**src/rtl/cpc_pkg.sv**
```systemverilog
package cpc_pkg;
  // register byte addresses
  localparam logic [7:0] ADDR_IST = 8'h00;
  localparam logic [7:0] ADDR_IEN = 8'h04;
  localparam logic [7:0] ADDR_CTL = 8'h08;
  localparam logic [7:0] ADDR_BRPR = 8'h0c;
  localparam logic [7:0] ADDR_BTM = 8'h10;
  localparam logic [7:0] ADDR_TEC = 8'h14;
  localparam logic [7:0] ADDR_REC = 8'h18;
  localparam logic [7:0] ADDR_LID = 8'h1c;
  localparam logic [7:0] ADDR_PAGE = 8'h20;
  localparam logic [7:0] ADDR_LAST_DATA = 8'h24;
  localparam logic [7:0] ADDR_BUF1 = 8'h28;
  localparam logic [7:0] ADDR_BUF2 = 8'h2c;
  localparam logic [7:0] ADDR_BUF3 = 8'h30;
  // reset values
  localparam logic [7:0] IEN_RST = 8'h00;
  localparam logic [7:0] CTL_RST = 8'h00;
  localparam logic [7:0] BRPR_RST = 8'h00;
  localparam logic [7:0] BTM_RST = 8'h23;
  // interrupt control bits
  localparam int IEN_EARLY = 0;
  localparam int IEN_TERR = 1;
  localparam int IEN_OVR = 2;
  localparam int IEN_STCH = 3;
  localparam int IEN_TX = 4;
  localparam int IEN_RX = 5;
  localparam int IEN_RXERR = 6;
  // control/status bits
  localparam int CTL_RUN = 0;
  localparam int CTL_WAKE = 1;
  localparam int CTL_FAST = 2;
  localparam int CTL_ONCE = 3;
  localparam int CTL_SELF = 4;
  // interrupt status bits
  localparam int IST_TERR = 1;
  localparam int IST_OVR = 2;
  localparam int IST_STCH = 3;
  localparam int IST_TXDN = 4;
  localparam int IST_RX1 = 5;
  // buffer control/status bits
  localparam int BC_RDY = 0;
  localparam int BC_LOCK = 1;
  localparam int BC_BUSY = 2;
  localparam int BC_FILT = 3;
  // protocol counts
  localparam int RECESSIVE_RUN = 11;
  localparam int RESYNC_RUNS = 128;
  localparam logic [8:0] TEC_STEP = 9'h008;
  localparam logic [7:0] PASSIVE_LIM = 8'h7f;
  // core states, gray along standby-wake-resync-idle-tx-rx
  typedef enum logic [2:0] {
    ST_STANDBY = 3'b000, ST_WAKE = 3'b001, ST_RESYNC = 3'b011,
    ST_IDLE = 3'b010, ST_TX = 3'b110, ST_RX = 3'b111
  } cpc_state_t;
  typedef enum logic [1:0] {SEG_SYNC = 2'b00, SEG_ONE = 2'b01, SEG_TWO = 2'b11} cpc_seg_t;
  // events from the frame engine
  typedef struct packed {
    logic sof;
    logic arb_won;
    logic arb_lost;
    logic tx_ok;
    logic tx_err;
    logic rx_ok;
    logic rx_err;
    logic own;
    logic [1:0] filt;
    logic [10:0] id;
    logic tx_bit;
  } cpc_fe_evt_t;
  // controls to the frame engine
  typedef struct packed {
    logic tx_start;
    logic [1:0] tx_buf;
    logic sample;
    logic bit_val;
    logic tx_point;
    logic active;
  } cpc_fe_ctl_t;
endpackage : cpc_pkg

```
**src/rtl/cpc_core.sv**
```systemverilog
// Local design decisions: the register offsets and the APB slave port.
`timescale 1ns/100ps
`default_nettype none
// Summary of operation
// - reset or run clear enters standby
// - finish transfer first; run reads 1 meanwhile
// - standby watches dominant bit, wake flag
// - run set: wake pulse or direct resync
// - wake state drives dominant one bit
// - resync 128 runs of 11, fast one
// - transmit priority buffer 3, 2, 1
// - retry until success or cancel cause
// - pending during job, busy while sending
// - done or error flag, enabled interrupt
// - early transmit: flag at arbitration, unlock
// - early transmit holds arbitrating buffer
// - store in lowest free buffer 1-3
// - no free buffer: overrun, keep identifier
// - store sets filter, pending, receive flag
// - two error counters, status change interrupt
// - sync, segment one, segment two, jump
// - valid edge lengthens or shortens segment
// - timing registers writable only in standby
// - receive flag cleared by software or pending
// - status change flag sources
// - error pending follows three error flags
module cpc_core #(
  parameter int RUN_BITS = cpc_pkg::RECESSIVE_RUN,
  parameter int RUN_COUNT = cpc_pkg::RESYNC_RUNS
) (
  // clock and reset
  input wire logic clk_sys_in,
  input wire logic rstn_in,
  // apb slave
  input wire logic psel_in,
  input wire logic penable_in,
  input wire logic pwrite_in,
  input wire logic [7:0] paddr_in,
  input wire logic [31:0] pwdata_in,
  output logic [31:0] prdata_out,
  output logic pready_out,
  output logic pslverr_out,
  // can pins
  input wire logic can_rx_in,
  output logic can_tx_out,
  // frame engine
  input wire cpc_pkg::cpc_fe_evt_t fe_evt_in,
  output cpc_pkg::cpc_fe_ctl_t fe_ctl_out,
  // interrupt request
  output logic irq_out
);
  if (RUN_BITS < 2 || RUN_BITS > 15 || RUN_COUNT < 1 || RUN_COUNT > 255) begin : g_chk
    $error("cpc_core: resync counts out of range");
  end

  cpc_pkg::cpc_state_t state;
  cpc_pkg::cpc_seg_t seg;
  logic rx_m, rx_s, rx_d;
  logic [7:0] ien, ctl, brpr, btm, rec;
  logic [8:0] tec;
  logic [2:0] page_select;
  logic [10:0] last_ident;
  logic [2:0] pending, lock, busy, tx_job, receive_flag;
  logic [1:0] matched_filter_field [3];
  logic transmit_done_flag, transmit_error_flag, status_change_flag, overrun_flag;
  logic [5:0] presc;
  logic [4:0] q_cnt, seg_len;
  logic edge_seen, edge_pend;
  logic [3:0] rec_bits;
  logic [7:0] runs;
  logic from_busoff, prev_ep, prev_bo;
  logic [1:0] tx_cur;
  logic arb_hold;

  // sampled control fields
  logic early_transmit_select, no_retry_select, self_receive_enable;
  logic fast_resync_select, wake_pulse_select, run_req;
  assign early_transmit_select = ien[cpc_pkg::IEN_EARLY];
  assign no_retry_select = ctl[cpc_pkg::CTL_ONCE];
  assign self_receive_enable = ctl[cpc_pkg::CTL_SELF];
  assign fast_resync_select = ctl[cpc_pkg::CTL_FAST];
  assign wake_pulse_select = ctl[cpc_pkg::CTL_WAKE];
  assign run_req = ctl[cpc_pkg::CTL_RUN];

  // error state from counters
  logic bus_off_state, error_passive_state, error_pending;
  assign bus_off_state = tec[8];
  assign error_passive_state = !bus_off_state && (tec[7:0] > cpc_pkg::PASSIVE_LIM ||
                               rec > cpc_pkg::PASSIVE_LIM);
  assign error_pending = status_change_flag | overrun_flag | transmit_error_flag;

  // apb strobes
  logic wr_en, standby;
  assign wr_en = psel_in && penable_in && pready_out && pwrite_in;
  assign standby = (state == cpc_pkg::ST_STANDBY);
  logic wr_ist, wr_last;
  assign wr_ist = wr_en && paddr_in == cpc_pkg::ADDR_IST;
  assign wr_last = wr_en && paddr_in == cpc_pkg::ADDR_LAST_DATA;

  // bus pin synchroniser and edge view
  always_ff @(posedge clk_sys_in) begin
    if (!rstn_in) begin
      rx_m <= 1'b1;
      rx_s <= 1'b1;
      rx_d <= 1'b1;
    end else begin
      rx_m <= can_rx_in;
      rx_s <= rx_m;
      rx_d <= rx_s;
    end
  end

  // bit timing combinational terms
  logic tq_tick, valid_edge, edge_hit, sample_now, bit_end;
  logic [4:0] sjw, ext, len_one;
  assign tq_tick = !standby && presc == brpr[5:0];
  assign sjw = {3'h0, brpr[7:6]} + 5'h01;
  assign ext = (q_cnt < sjw) ? q_cnt : sjw;
  assign valid_edge = !rx_d && rx_s && !(state == cpc_pkg::ST_TX && can_tx_out);
  assign edge_hit = edge_pend || (valid_edge && !edge_seen);
  assign len_one = edge_hit ? seg_len + ext : seg_len;
  assign sample_now = tq_tick && seg == cpc_pkg::SEG_ONE && q_cnt >= len_one;
  assign bit_end = tq_tick && seg == cpc_pkg::SEG_TWO &&
                   (q_cnt >= seg_len || (edge_hit && seg_len - q_cnt <= sjw));

  always_ff @(posedge clk_sys_in) begin
    if (!rstn_in || standby) begin
      presc <= 6'h00;
      seg <= cpc_pkg::SEG_SYNC;
      q_cnt <= 5'h00;
      seg_len <= 5'h00;
      edge_seen <= 1'b0;
      edge_pend <= 1'b0;
    end else begin
      presc <= tq_tick ? 6'h00 : presc + 6'h01;
      if (tq_tick)
        edge_pend <= 1'b0;
      else if (valid_edge && !edge_seen)
        edge_pend <= 1'b1;
      if (bit_end)
        edge_seen <= 1'b0;
      else if (valid_edge)
        edge_seen <= 1'b1;
      if (tq_tick) begin
        unique case (seg)
          cpc_pkg::SEG_SYNC: begin
            seg <= cpc_pkg::SEG_ONE;
            q_cnt <= 5'h01;
            seg_len <= {1'b0, btm[3:0]} + 5'h01;
          end
          cpc_pkg::SEG_ONE: begin
            if (sample_now) begin
              seg <= cpc_pkg::SEG_TWO;
              q_cnt <= 5'h01;
              seg_len <= {2'h0, btm[6:4]} + 5'h01;
            end else begin
              q_cnt <= q_cnt + 5'h01;
              seg_len <= len_one;
            end
          end
          cpc_pkg::SEG_TWO: begin
            if (bit_end) begin
              seg <= cpc_pkg::SEG_SYNC;
            end else begin
              q_cnt <= q_cnt + 5'h01;
              if (edge_hit)
                seg_len <= seg_len - sjw;
            end
          end
        endcase
      end
    end
  end

  // resync target and completion
  logic resync_done;
  logic [7:0] run_goal;
  assign run_goal = (fast_resync_select && !from_busoff) ? 8'h01 : 8'(RUN_COUNT);
  assign resync_done = sample_now && rx_s && rec_bits == 4'(RUN_BITS - 1) &&
                       runs + 8'h01 == run_goal;

  always_ff @(posedge clk_sys_in) begin
    if (!rstn_in || state != cpc_pkg::ST_RESYNC) begin
      rec_bits <= 4'h0;
      runs <= 8'h00;
    end else if (sample_now) begin
      if (!rx_s) begin
        rec_bits <= 4'h0;
      end else if (rec_bits == 4'(RUN_BITS - 1)) begin
        rec_bits <= 4'h0;
        runs <= runs + 8'h01;
      end else begin
        rec_bits <= rec_bits + 4'h1;
      end
    end
  end

  // transmit selection
  logic [2:0] want;
  logic any_want;
  logic [1:0] sel;
  assign want = pending & tx_job & lock;
  assign any_want = arb_hold || (|want);
  // buffer 3 first, then 2, then 1
  // early transmit keeps the arbitrating buffer
  always_comb begin
    sel = 2'd0;
    if (arb_hold)
      sel = tx_cur;
    else if (want[2])
      sel = 2'd2;
    else if (want[1])
      sel = 2'd1;
  end

  // core state machine
  always_ff @(posedge clk_sys_in) begin
    if (!rstn_in) begin
      state <= cpc_pkg::ST_STANDBY;
      from_busoff <= 1'b0;
    end else begin
      unique case (state)
        cpc_pkg::ST_STANDBY: begin
          // leave standby via wake or resync
          if (run_req) begin
            state <= wake_pulse_select ? cpc_pkg::ST_WAKE : cpc_pkg::ST_RESYNC;
            from_busoff <= 1'b0;
          end
        end
        cpc_pkg::ST_WAKE: begin
          if (!run_req)
            state <= cpc_pkg::ST_STANDBY;
          else if (bit_end)
            state <= cpc_pkg::ST_RESYNC;
        end
        cpc_pkg::ST_RESYNC: begin
          if (!run_req)
            state <= cpc_pkg::ST_STANDBY;
          else if (resync_done)
            state <= cpc_pkg::ST_IDLE;
        end
        cpc_pkg::ST_IDLE: begin
          if (bus_off_state) begin
            state <= cpc_pkg::ST_RESYNC;
            from_busoff <= 1'b1;
          end else if (!run_req)
            state <= cpc_pkg::ST_STANDBY;
          else if (fe_evt_in.sof)
            state <= cpc_pkg::ST_RX;
          else if (any_want)
            state <= cpc_pkg::ST_TX;
        end
        cpc_pkg::ST_TX: begin
          if (fe_evt_in.arb_lost)
            state <= cpc_pkg::ST_RX;
          else if (fe_evt_in.tx_ok || fe_evt_in.tx_err)
            state <= cpc_pkg::ST_IDLE;
        end
        cpc_pkg::ST_RX: begin
          if (fe_evt_in.rx_ok || fe_evt_in.rx_err)
            state <= cpc_pkg::ST_IDLE;
        end
        default: state <= cpc_pkg::ST_STANDBY;
      endcase
    end
  end

  // transmit job tracking and retry hold
  logic tx_start;
  assign tx_start = state == cpc_pkg::ST_IDLE && !bus_off_state && run_req &&
                    !fe_evt_in.sof && any_want;
  always_ff @(posedge clk_sys_in) begin
    if (!rstn_in) begin
      tx_cur <= 2'd0;
      arb_hold <= 1'b0;
    end else begin
      if (tx_start)
        tx_cur <= sel;
      if (tx_start && early_transmit_select)
        arb_hold <= 1'b1;
      else if (fe_evt_in.arb_won || fe_evt_in.tx_err || no_retry_select ||
               bus_off_state || !lock[tx_cur])
        arb_hold <= 1'b0;
    end
  end

  // receive target search
  logic rx_take, rx_store;
  logic [1:0] rx_sel;
  logic rx_free;
  assign rx_take = (state == cpc_pkg::ST_RX || state == cpc_pkg::ST_TX) && fe_evt_in.rx_ok &&
                   fe_evt_in.filt != 2'd0 && (!fe_evt_in.own || self_receive_enable);
  always_comb begin
    rx_free = 1'b1;
    rx_sel = 2'd0;
    if (!lock[0] && !pending[0])
      rx_sel = 2'd0;
    else if (!lock[1] && !pending[1])
      rx_sel = 2'd1;
    else if (!lock[2] && !pending[2])
      rx_sel = 2'd2;
    else
      rx_free = 1'b0;
  end
  assign rx_store = rx_take && rx_free;

  logic in_tx, tx_fail_end;
  assign in_tx = state == cpc_pkg::ST_TX;
  // job ends on failure only with no retry
  assign tx_fail_end = in_tx && (fe_evt_in.tx_err || fe_evt_in.arb_lost) && no_retry_select;

  // per buffer status
  for (genvar i = 0; i < 3; i++) begin : g_buf
    logic me, wr_bc, sw_rel, done_ok;
    assign me = (tx_cur == 2'(i));
    assign wr_bc = wr_en && paddr_in == cpc_pkg::ADDR_BUF1 + 8'(4 * i);
    assign sw_rel = (wr_bc && !pwdata_in[cpc_pkg::BC_RDY]) ||
                    (wr_ist && !pwdata_in[cpc_pkg::IST_RX1 + i]);
    assign done_ok = in_tx && me && fe_evt_in.tx_ok;
    always_ff @(posedge clk_sys_in) begin
      if (!rstn_in) begin
        lock[i] <= 1'b0;
        pending[i] <= 1'b0;
        tx_job[i] <= 1'b0;
        busy[i] <= 1'b0;
        receive_flag[i] <= 1'b0;
        matched_filter_field[i] <= 2'd0;
      end else begin
        if (wr_bc)
          lock[i] <= pwdata_in[cpc_pkg::BC_LOCK];
        if (done_ok && early_transmit_select)
          lock[i] <= 1'b0;
        // pending from submission to job end
        if (sw_rel || done_ok || (me && tx_fail_end) || (tx_job[i] && bus_off_state) ||
            (tx_job[i] && !lock[i] && !busy[i])) begin
          pending[i] <= 1'b0;
          tx_job[i] <= 1'b0;
        end
        if (wr_last && page_select == 3'(i + 1) && lock[i]) begin
          pending[i] <= 1'b1;
          tx_job[i] <= 1'b1;
        end
        if (tx_start && sel == 2'(i))
          busy[i] <= 1'b1;
        else if (in_tx && me && (fe_evt_in.arb_lost || fe_evt_in.tx_ok || fe_evt_in.tx_err))
          busy[i] <= 1'b0;
        if (sw_rel)
          receive_flag[i] <= 1'b0;
        if (rx_store && rx_sel == 2'(i)) begin
          pending[i] <= 1'b1;
          receive_flag[i] <= 1'b1;
          matched_filter_field[i] <= fe_evt_in.filt;
        end
      end
    end
  end

  // error counters
  // increment and decrement per condition
  always_ff @(posedge clk_sys_in) begin
    if (!rstn_in || (resync_done && from_busoff)) begin
      tec <= 9'h000;
      rec <= 8'h00;
    end else begin
      if (in_tx && fe_evt_in.tx_err && !tec[8])
        tec <= tec + cpc_pkg::TEC_STEP;
      else if (in_tx && fe_evt_in.tx_ok && tec != 9'h000)
        tec <= tec - 9'h001;
      if (state == cpc_pkg::ST_RX && fe_evt_in.rx_err && rec != 8'hff)
        rec <= rec + 8'h01;
      else if (state == cpc_pkg::ST_RX && fe_evt_in.rx_ok && rec != 8'h00)
        rec <= rec - 8'h01;
    end
  end

  // interrupt status flags, set beats clear
  logic st_change;
  assign st_change = !standby && (prev_ep != error_passive_state || prev_bo != bus_off_state);
  always_ff @(posedge clk_sys_in) begin
    if (!rstn_in) begin
      transmit_done_flag <= 1'b0;
      transmit_error_flag <= 1'b0;
      status_change_flag <= 1'b0;
      overrun_flag <= 1'b0;
      prev_ep <= 1'b0;
      prev_bo <= 1'b0;
      last_ident <= 11'h000;
    end else begin
      prev_ep <= error_passive_state;
      prev_bo <= bus_off_state;
      if (wr_ist && !pwdata_in[cpc_pkg::IST_TXDN])
        transmit_done_flag <= 1'b0;
      if (wr_ist && !pwdata_in[cpc_pkg::IST_TERR])
        transmit_error_flag <= 1'b0;
      if (wr_ist && !pwdata_in[cpc_pkg::IST_STCH])
        status_change_flag <= 1'b0;
      if (wr_ist && !pwdata_in[cpc_pkg::IST_OVR])
        overrun_flag <= 1'b0;
      // done flag, or at arbitration with early transmit
      if (in_tx && (early_transmit_select ? fe_evt_in.arb_won : fe_evt_in.tx_ok))
        transmit_done_flag <= 1'b1;
      if (in_tx && fe_evt_in.tx_err || tx_fail_end)
        transmit_error_flag <= 1'b1;
      if ((standby && rx_d && !rx_s) || st_change ||
          (ien[cpc_pkg::IEN_RXERR] && state == cpc_pkg::ST_RX && fe_evt_in.rx_err))
        status_change_flag <= 1'b1;
      if (rx_take && !rx_free)
        overrun_flag <= 1'b1;
      if ((state == cpc_pkg::ST_RX || in_tx) && fe_evt_in.rx_ok)
        last_ident <= fe_evt_in.id;
    end
  end

  // control registers
  always_ff @(posedge clk_sys_in) begin
    if (!rstn_in) begin
      ien <= cpc_pkg::IEN_RST;
      ctl <= cpc_pkg::CTL_RST;
      brpr <= cpc_pkg::BRPR_RST;
      btm <= cpc_pkg::BTM_RST;
      page_select <= 3'h0;
    end else if (wr_en) begin
      unique case (paddr_in)
        cpc_pkg::ADDR_IEN: ien <= {1'b0, pwdata_in[6:0]};
        cpc_pkg::ADDR_CTL: ctl <= {3'h0, pwdata_in[4:0]};
        cpc_pkg::ADDR_BRPR: if (standby) brpr <= pwdata_in[7:0];
        cpc_pkg::ADDR_BTM: if (standby) btm <= {1'b0, pwdata_in[6:0]};
        cpc_pkg::ADDR_PAGE: page_select <= pwdata_in[2:0];
        default: ;
      endcase
    end
  end

  // apb read and answer, no wait state
  logic [31:0] rd;
  logic rd_err;
  always_comb begin
    rd = 32'h0000_0000;
    rd_err = 1'b0;
    unique case (paddr_in)
      cpc_pkg::ADDR_IST: rd[7:0] = {receive_flag[2], receive_flag[1], receive_flag[0],
                                    transmit_done_flag, status_change_flag, overrun_flag,
                                    transmit_error_flag, error_pending};
      cpc_pkg::ADDR_IEN: rd[7:0] = ien;
      // run reads 1 until standby reached
      cpc_pkg::ADDR_CTL: rd[7:0] = {1'b0, bus_off_state, error_passive_state, ctl[4:1],
                                    run_req || !standby};
      cpc_pkg::ADDR_BRPR: rd[7:0] = brpr;
      cpc_pkg::ADDR_BTM: rd[7:0] = btm;
      cpc_pkg::ADDR_TEC: rd[8:0] = tec;
      cpc_pkg::ADDR_REC: rd[7:0] = rec;
      cpc_pkg::ADDR_LID: rd[10:0] = last_ident;
      cpc_pkg::ADDR_PAGE: rd[2:0] = page_select;
      cpc_pkg::ADDR_LAST_DATA: rd = 32'h0000_0000;
      cpc_pkg::ADDR_BUF1: rd[4:0] = {matched_filter_field[0], busy[0], lock[0], pending[0]};
      cpc_pkg::ADDR_BUF2: rd[4:0] = {matched_filter_field[1], busy[1], lock[1], pending[1]};
      cpc_pkg::ADDR_BUF3: rd[4:0] = {matched_filter_field[2], busy[2], lock[2], pending[2]};
      default: rd_err = 1'b1;
    endcase
  end

  always_ff @(posedge clk_sys_in) begin
    if (!rstn_in) begin
      prdata_out <= 32'h0000_0000;
      pready_out <= 1'b0;
      pslverr_out <= 1'b0;
    end else begin
      pready_out <= psel_in && !penable_in;
      if (psel_in && !penable_in) begin
        prdata_out <= pwrite_in ? 32'h0000_0000 : rd;
        pslverr_out <= rd_err;
      end
    end
  end

  // pin, frame engine and interrupt outputs
  always_ff @(posedge clk_sys_in) begin
    if (!rstn_in) begin
      can_tx_out <= 1'b1;
      fe_ctl_out <= '0;
      irq_out <= 1'b0;
    end else begin
      if (state == cpc_pkg::ST_WAKE)
        can_tx_out <= 1'b0;
      else if (in_tx || state == cpc_pkg::ST_RX)
        can_tx_out <= fe_evt_in.tx_bit;
      else
        can_tx_out <= 1'b1;
      fe_ctl_out.tx_start <= tx_start;
      fe_ctl_out.tx_buf <= sel;
      fe_ctl_out.sample <= sample_now;
      fe_ctl_out.bit_val <= rx_s;
      fe_ctl_out.tx_point <= bit_end;
      fe_ctl_out.active <= state == cpc_pkg::ST_IDLE || in_tx || state == cpc_pkg::ST_RX;
      irq_out <= (|receive_flag && ien[cpc_pkg::IEN_RX]) ||
                 (transmit_done_flag && ien[cpc_pkg::IEN_TX]) ||
                 (transmit_error_flag && ien[cpc_pkg::IEN_TERR]) ||
                 (overrun_flag && ien[cpc_pkg::IEN_OVR]) ||
                 (status_change_flag && ien[cpc_pkg::IEN_STCH]);
    end
  end
endmodule : cpc_core
`default_nettype wire

```
**config.mk**
```make
export PLATFORM = sky130hd
export DESIGN_NAME = cpc_core
export DESIGN_NICKNAME = d
export VERILOG_FILES = /design/src/rtl/cpc_pkg.sv /design/src/rtl/cpc_core.sv
export SDC_FILE = /design/constraint.sdc
export NUM_CORES = 1
export LEC_CHECK = 0
export ABC_CLOCK_PERIOD_IN_PS = 7100
export BUFFER_PORTS_ARGS = -buffer_cell sky130_fd_sc_hd__buf_2
export CORE_AREA = 2 2 145 162
export CTS_BUF_LIST = sky130_fd_sc_hd__clkbuf_16
export DETAILED_ROUTE_END_ITERATION = 16
export DIE_AREA = 0 0 147 164
export MAX_ROUTING_LAYER = met4
export SKIP_LAST_GASP = 1
export SLEW_MARGIN = 10
export SYNTH_ARGS = -nofsm -noshare
export SYNTH_HDL_FRONTEND = slang
export SYNTH_SLANG_ARGS = --single-unit
```
**constraint.sdc**
```tcl
create_clock -name clk_sys_in -period 7.1 [get_ports clk_sys_in]
set_input_delay 0.71 -clock clk_sys_in [delete_from_list [all_inputs] [get_ports clk_sys_in]]
set_output_delay 0.71 -clock clk_sys_in [all_outputs]
set_load 0.1 [all_outputs]
```
==> impl_results.md <==
* Reg2reg start: brpr[6]
* Final HPWL DP at 18.8 mm
* Simple-gate share of the synthesized area at 0.251
* DRT Pass-1 Iters at 5
* Leading area contributor after synthesis: dfxtp_1
* Worst Path Required at between 7000 and 8000 ps
* Final Skew at about 12 ps
* Reg-to-Reg End: tec[2]
* Max-slew violations at 0
* Vias in the first global route at 7504
* Synth top area share at 0.323
* Area of the multi-input gates at 0.00534 mm2
* FFs w/ async S/R, synth at 0
* Seq cells post-synth at 149
* Worst-path clk slew at 70 ps
* Post-synthesis xor/xnor area fraction at 0.0425
* Setup violators final at 0
* Initial Util at 0.394
* Sink Count at between 100 and 150
* Commonest cells in the synthesized netlist: dfxtp_1, nand2_1, nor2_1
* Largest net degree at the start of global routing at 75
* PwrDens at 197 mW/mm2
* GR Overflow Total at 0
* Gate Count Post-Synth at 1101
* Total power at ~1.9 mW
* Fin. Hold Viols at 0
* Worst Max-Slew Pin Slew at 1110 ps
* Status: complete, no violations
* Synth warnings at 0
* Number of max-cap violations at 0
* Sequential area share after synthesis at 0.344
* Synthesized-area fraction occupied by adder cells at 0.0630
* Remaining DRCs at 0
* Initial antenna violation count at 0
* Total Routed Length at ~25 mm
* GPL Wtd Cong at 0.925
* Share of layout cells above drive strength 1 at 0.122
* Setup WS pre-CTS at 1690 ps
* Synth Area per Inst at 8.04 um2
* Hold-fix buffers, CTS at 0
* Drt initial violations at 602
* H-tree lvl count at 4
* Clk root buf: clkbuf_16
* Clock Latency Late Sink at 430 ps
* Highest clock rate at 0.184 GHz
* Area Growth Syn to Fin at 11.0%
* Register-to-Register Path Depth at 20
* CTS tree: built
* Post-CTS Setup Bufs at 0
* Port Buf Inserts at 65
* Startpoint class of the critical path: flop
* Ys flop type: dfxtp_1
* Die Span Y at 164 um
* FF+latch area at 0.00304 mm2
* CP Capture Type: flop
* CTS buffer count at 17
* Final period utilization at 0.764
* Synth area leaders: dfxtp_1, nand2_1, ha_1
* WL/cell at 17.6 um
* Main combinational cell family by area after synthesis: simple AND/OR/NAND/NOR gates
* Multiplexer share of the synthesized area at 0.0619
* Fill count at 2330
* Max VDD drop at approximately 160 uV
* Worst Setup SP: brpr[6]
* Post-CTS sizing at 0
* GR Util All Layers at 0.217
* Final ANT Viol Nets at 0
* Post-Syn Area at between 0.008 and 0.009 mm2
* Relative slew slack at 0.255
* Core Box Area at roughly 0.022 mm2
* CP Capture Point: tec[2]
* RSZ-0062 raised after global routing: no
* Setup TNS at 0 ps
* # IOs at 111
* Post-synth EDFFs at 6
* WP data arrival at between 5000 and 6000 ps
* Most common cell in the netlist: dfxtp_1
* Diodes inserted at 0
* CP Max Fanout at 17
* Final #Nets at 1239
* Synth unique cells at 83
* Static leakage at 3.64 nW
* Max clock buf depth at 2
* Post-route setup slack at 1670 ps
* FP Rows at 58
* Crit path kind: flop to flop
* Die area at 0.0241 mm2
* Post-synthesis compound-gate area fraction at 0.175
* First-pass GRT wire length at 40.0 mm
* Tmin final at 5430 ps
* Die Width at 147 um
* Vias per cell at 5.51
* Path category of the worst min-delay check: flop to flop
* R2R Setup Slk at 1670 ps
* Vias at 7945
## final cells by class
class,count,area share
Inverter,37,0.0141
Tap cell,300,0.0382
Clock buffer,17,0.0433
Sequential cell,149,0.309
Clock inverter,15,0.0169
Multi-Input combinational cell,856,0.543
Timing Repair Buffer,68,0.0354
## cell families (layout without fill, tap and decap cells)
kind of cell	Yosys count	count (layout)
fa+ha+maj	43	43
flops	149	149
buf+inv	117	137
simple gates	455	455
mux	49	49
xor+xnor	43	43
other cells	1	22
compound gates	244	244
## per-layer routing
layer	track usage	part of all wire	vias up
li1	-	-	3912
met1	0.264	0.43	3755
met2	0.365	0.49	227
met3	0.0403	0.054	51
met4	0.0699	0.026	0
met5	-	0	-
## registers in the layout (all words and copies together), names as in the netlist, 6 cells and up
signal	count
brpr	8
btm	7
fe_ctl_out	7
ien	7
last_ident	11
matched_filter_field	6
prdata_out	11
presc	6
rec	8
runs	8
tec	9
## where the power goes
group	total, mW	leakage (nW)	switching, mW	internal (mW)
sequential	0.855	1.21	0.00805	0.846
clock	0.902	0.281	0.402	0.499
combinational	0.182	2.14	0.144	0.0378
## worst min-delay path by stage
stage,from,to,depth (start not counted)
final,rx_m,rx_s,1
after global routing,rx_m,rx_s,1
after CTS,rx_m,rx_s,1
after detailed placement,rx_m,rx_s,1
after global placement,rx_m,rx_s,1
after floorplan,rx_m,rx_s,1
## cell usage in the layout (no fill, tap or decap), types with 10 or more instances in the layout
master	netlist	routed
a21oi_1	94	94
a22oi_1	14	14
a31oi_1	12	12
and2_1	10	10
buf_2	3	65
clkbuf_16	0	17
conb_1	1	22
dfxtp_1	143	143
ha_1	39	39
inv_1	36	36
mux2i_1	39	39
nand2_1	132	132
nand2b_1	21	21
nand3_1	37	37
nand4_1	13	13
nor2_1	124	124
nor2_2	11	11
nor2b_1	13	13
nor3_1	26	26
nor4_1	13	13
o21ai_0	49	49
xnor2_1	27	27
xor2_1	16	16
## critical path, stage by stage, from the launching register on
cell and delay (ps):
dfxtp_1 390, ha_1 410, inv_1 100, o22ai_1 120, o21ai_0 110, a2111o_1 490
a21oi_1 180, ha_1 180, inv_1 50, fa_1 380, nor2b_1 150, o21ai_0 90
a21oi_1 180, xnor2_1 120, ha_1 360, a21o_2 160, a31oi_4 50, or4_4 550
or4_4 570, o21ai_4 530, nor2_1 100
## through the flow
stage          hold slack [ps]  instance area (um2)  cells   util
4_1_cts                    416                 9830   1442  0.437
5_1_grt                    434                 9830   1442  0.437
3_5_place_dp               398                 9240   1410  0.411
2_1_floorplan              386                 8930   1122      -
6_report                   413                 9830   1442  0.437
3_3_place_gp               392                 9240   1410  0.411
No activity file was read; power rests on OpenSTA's default activity.
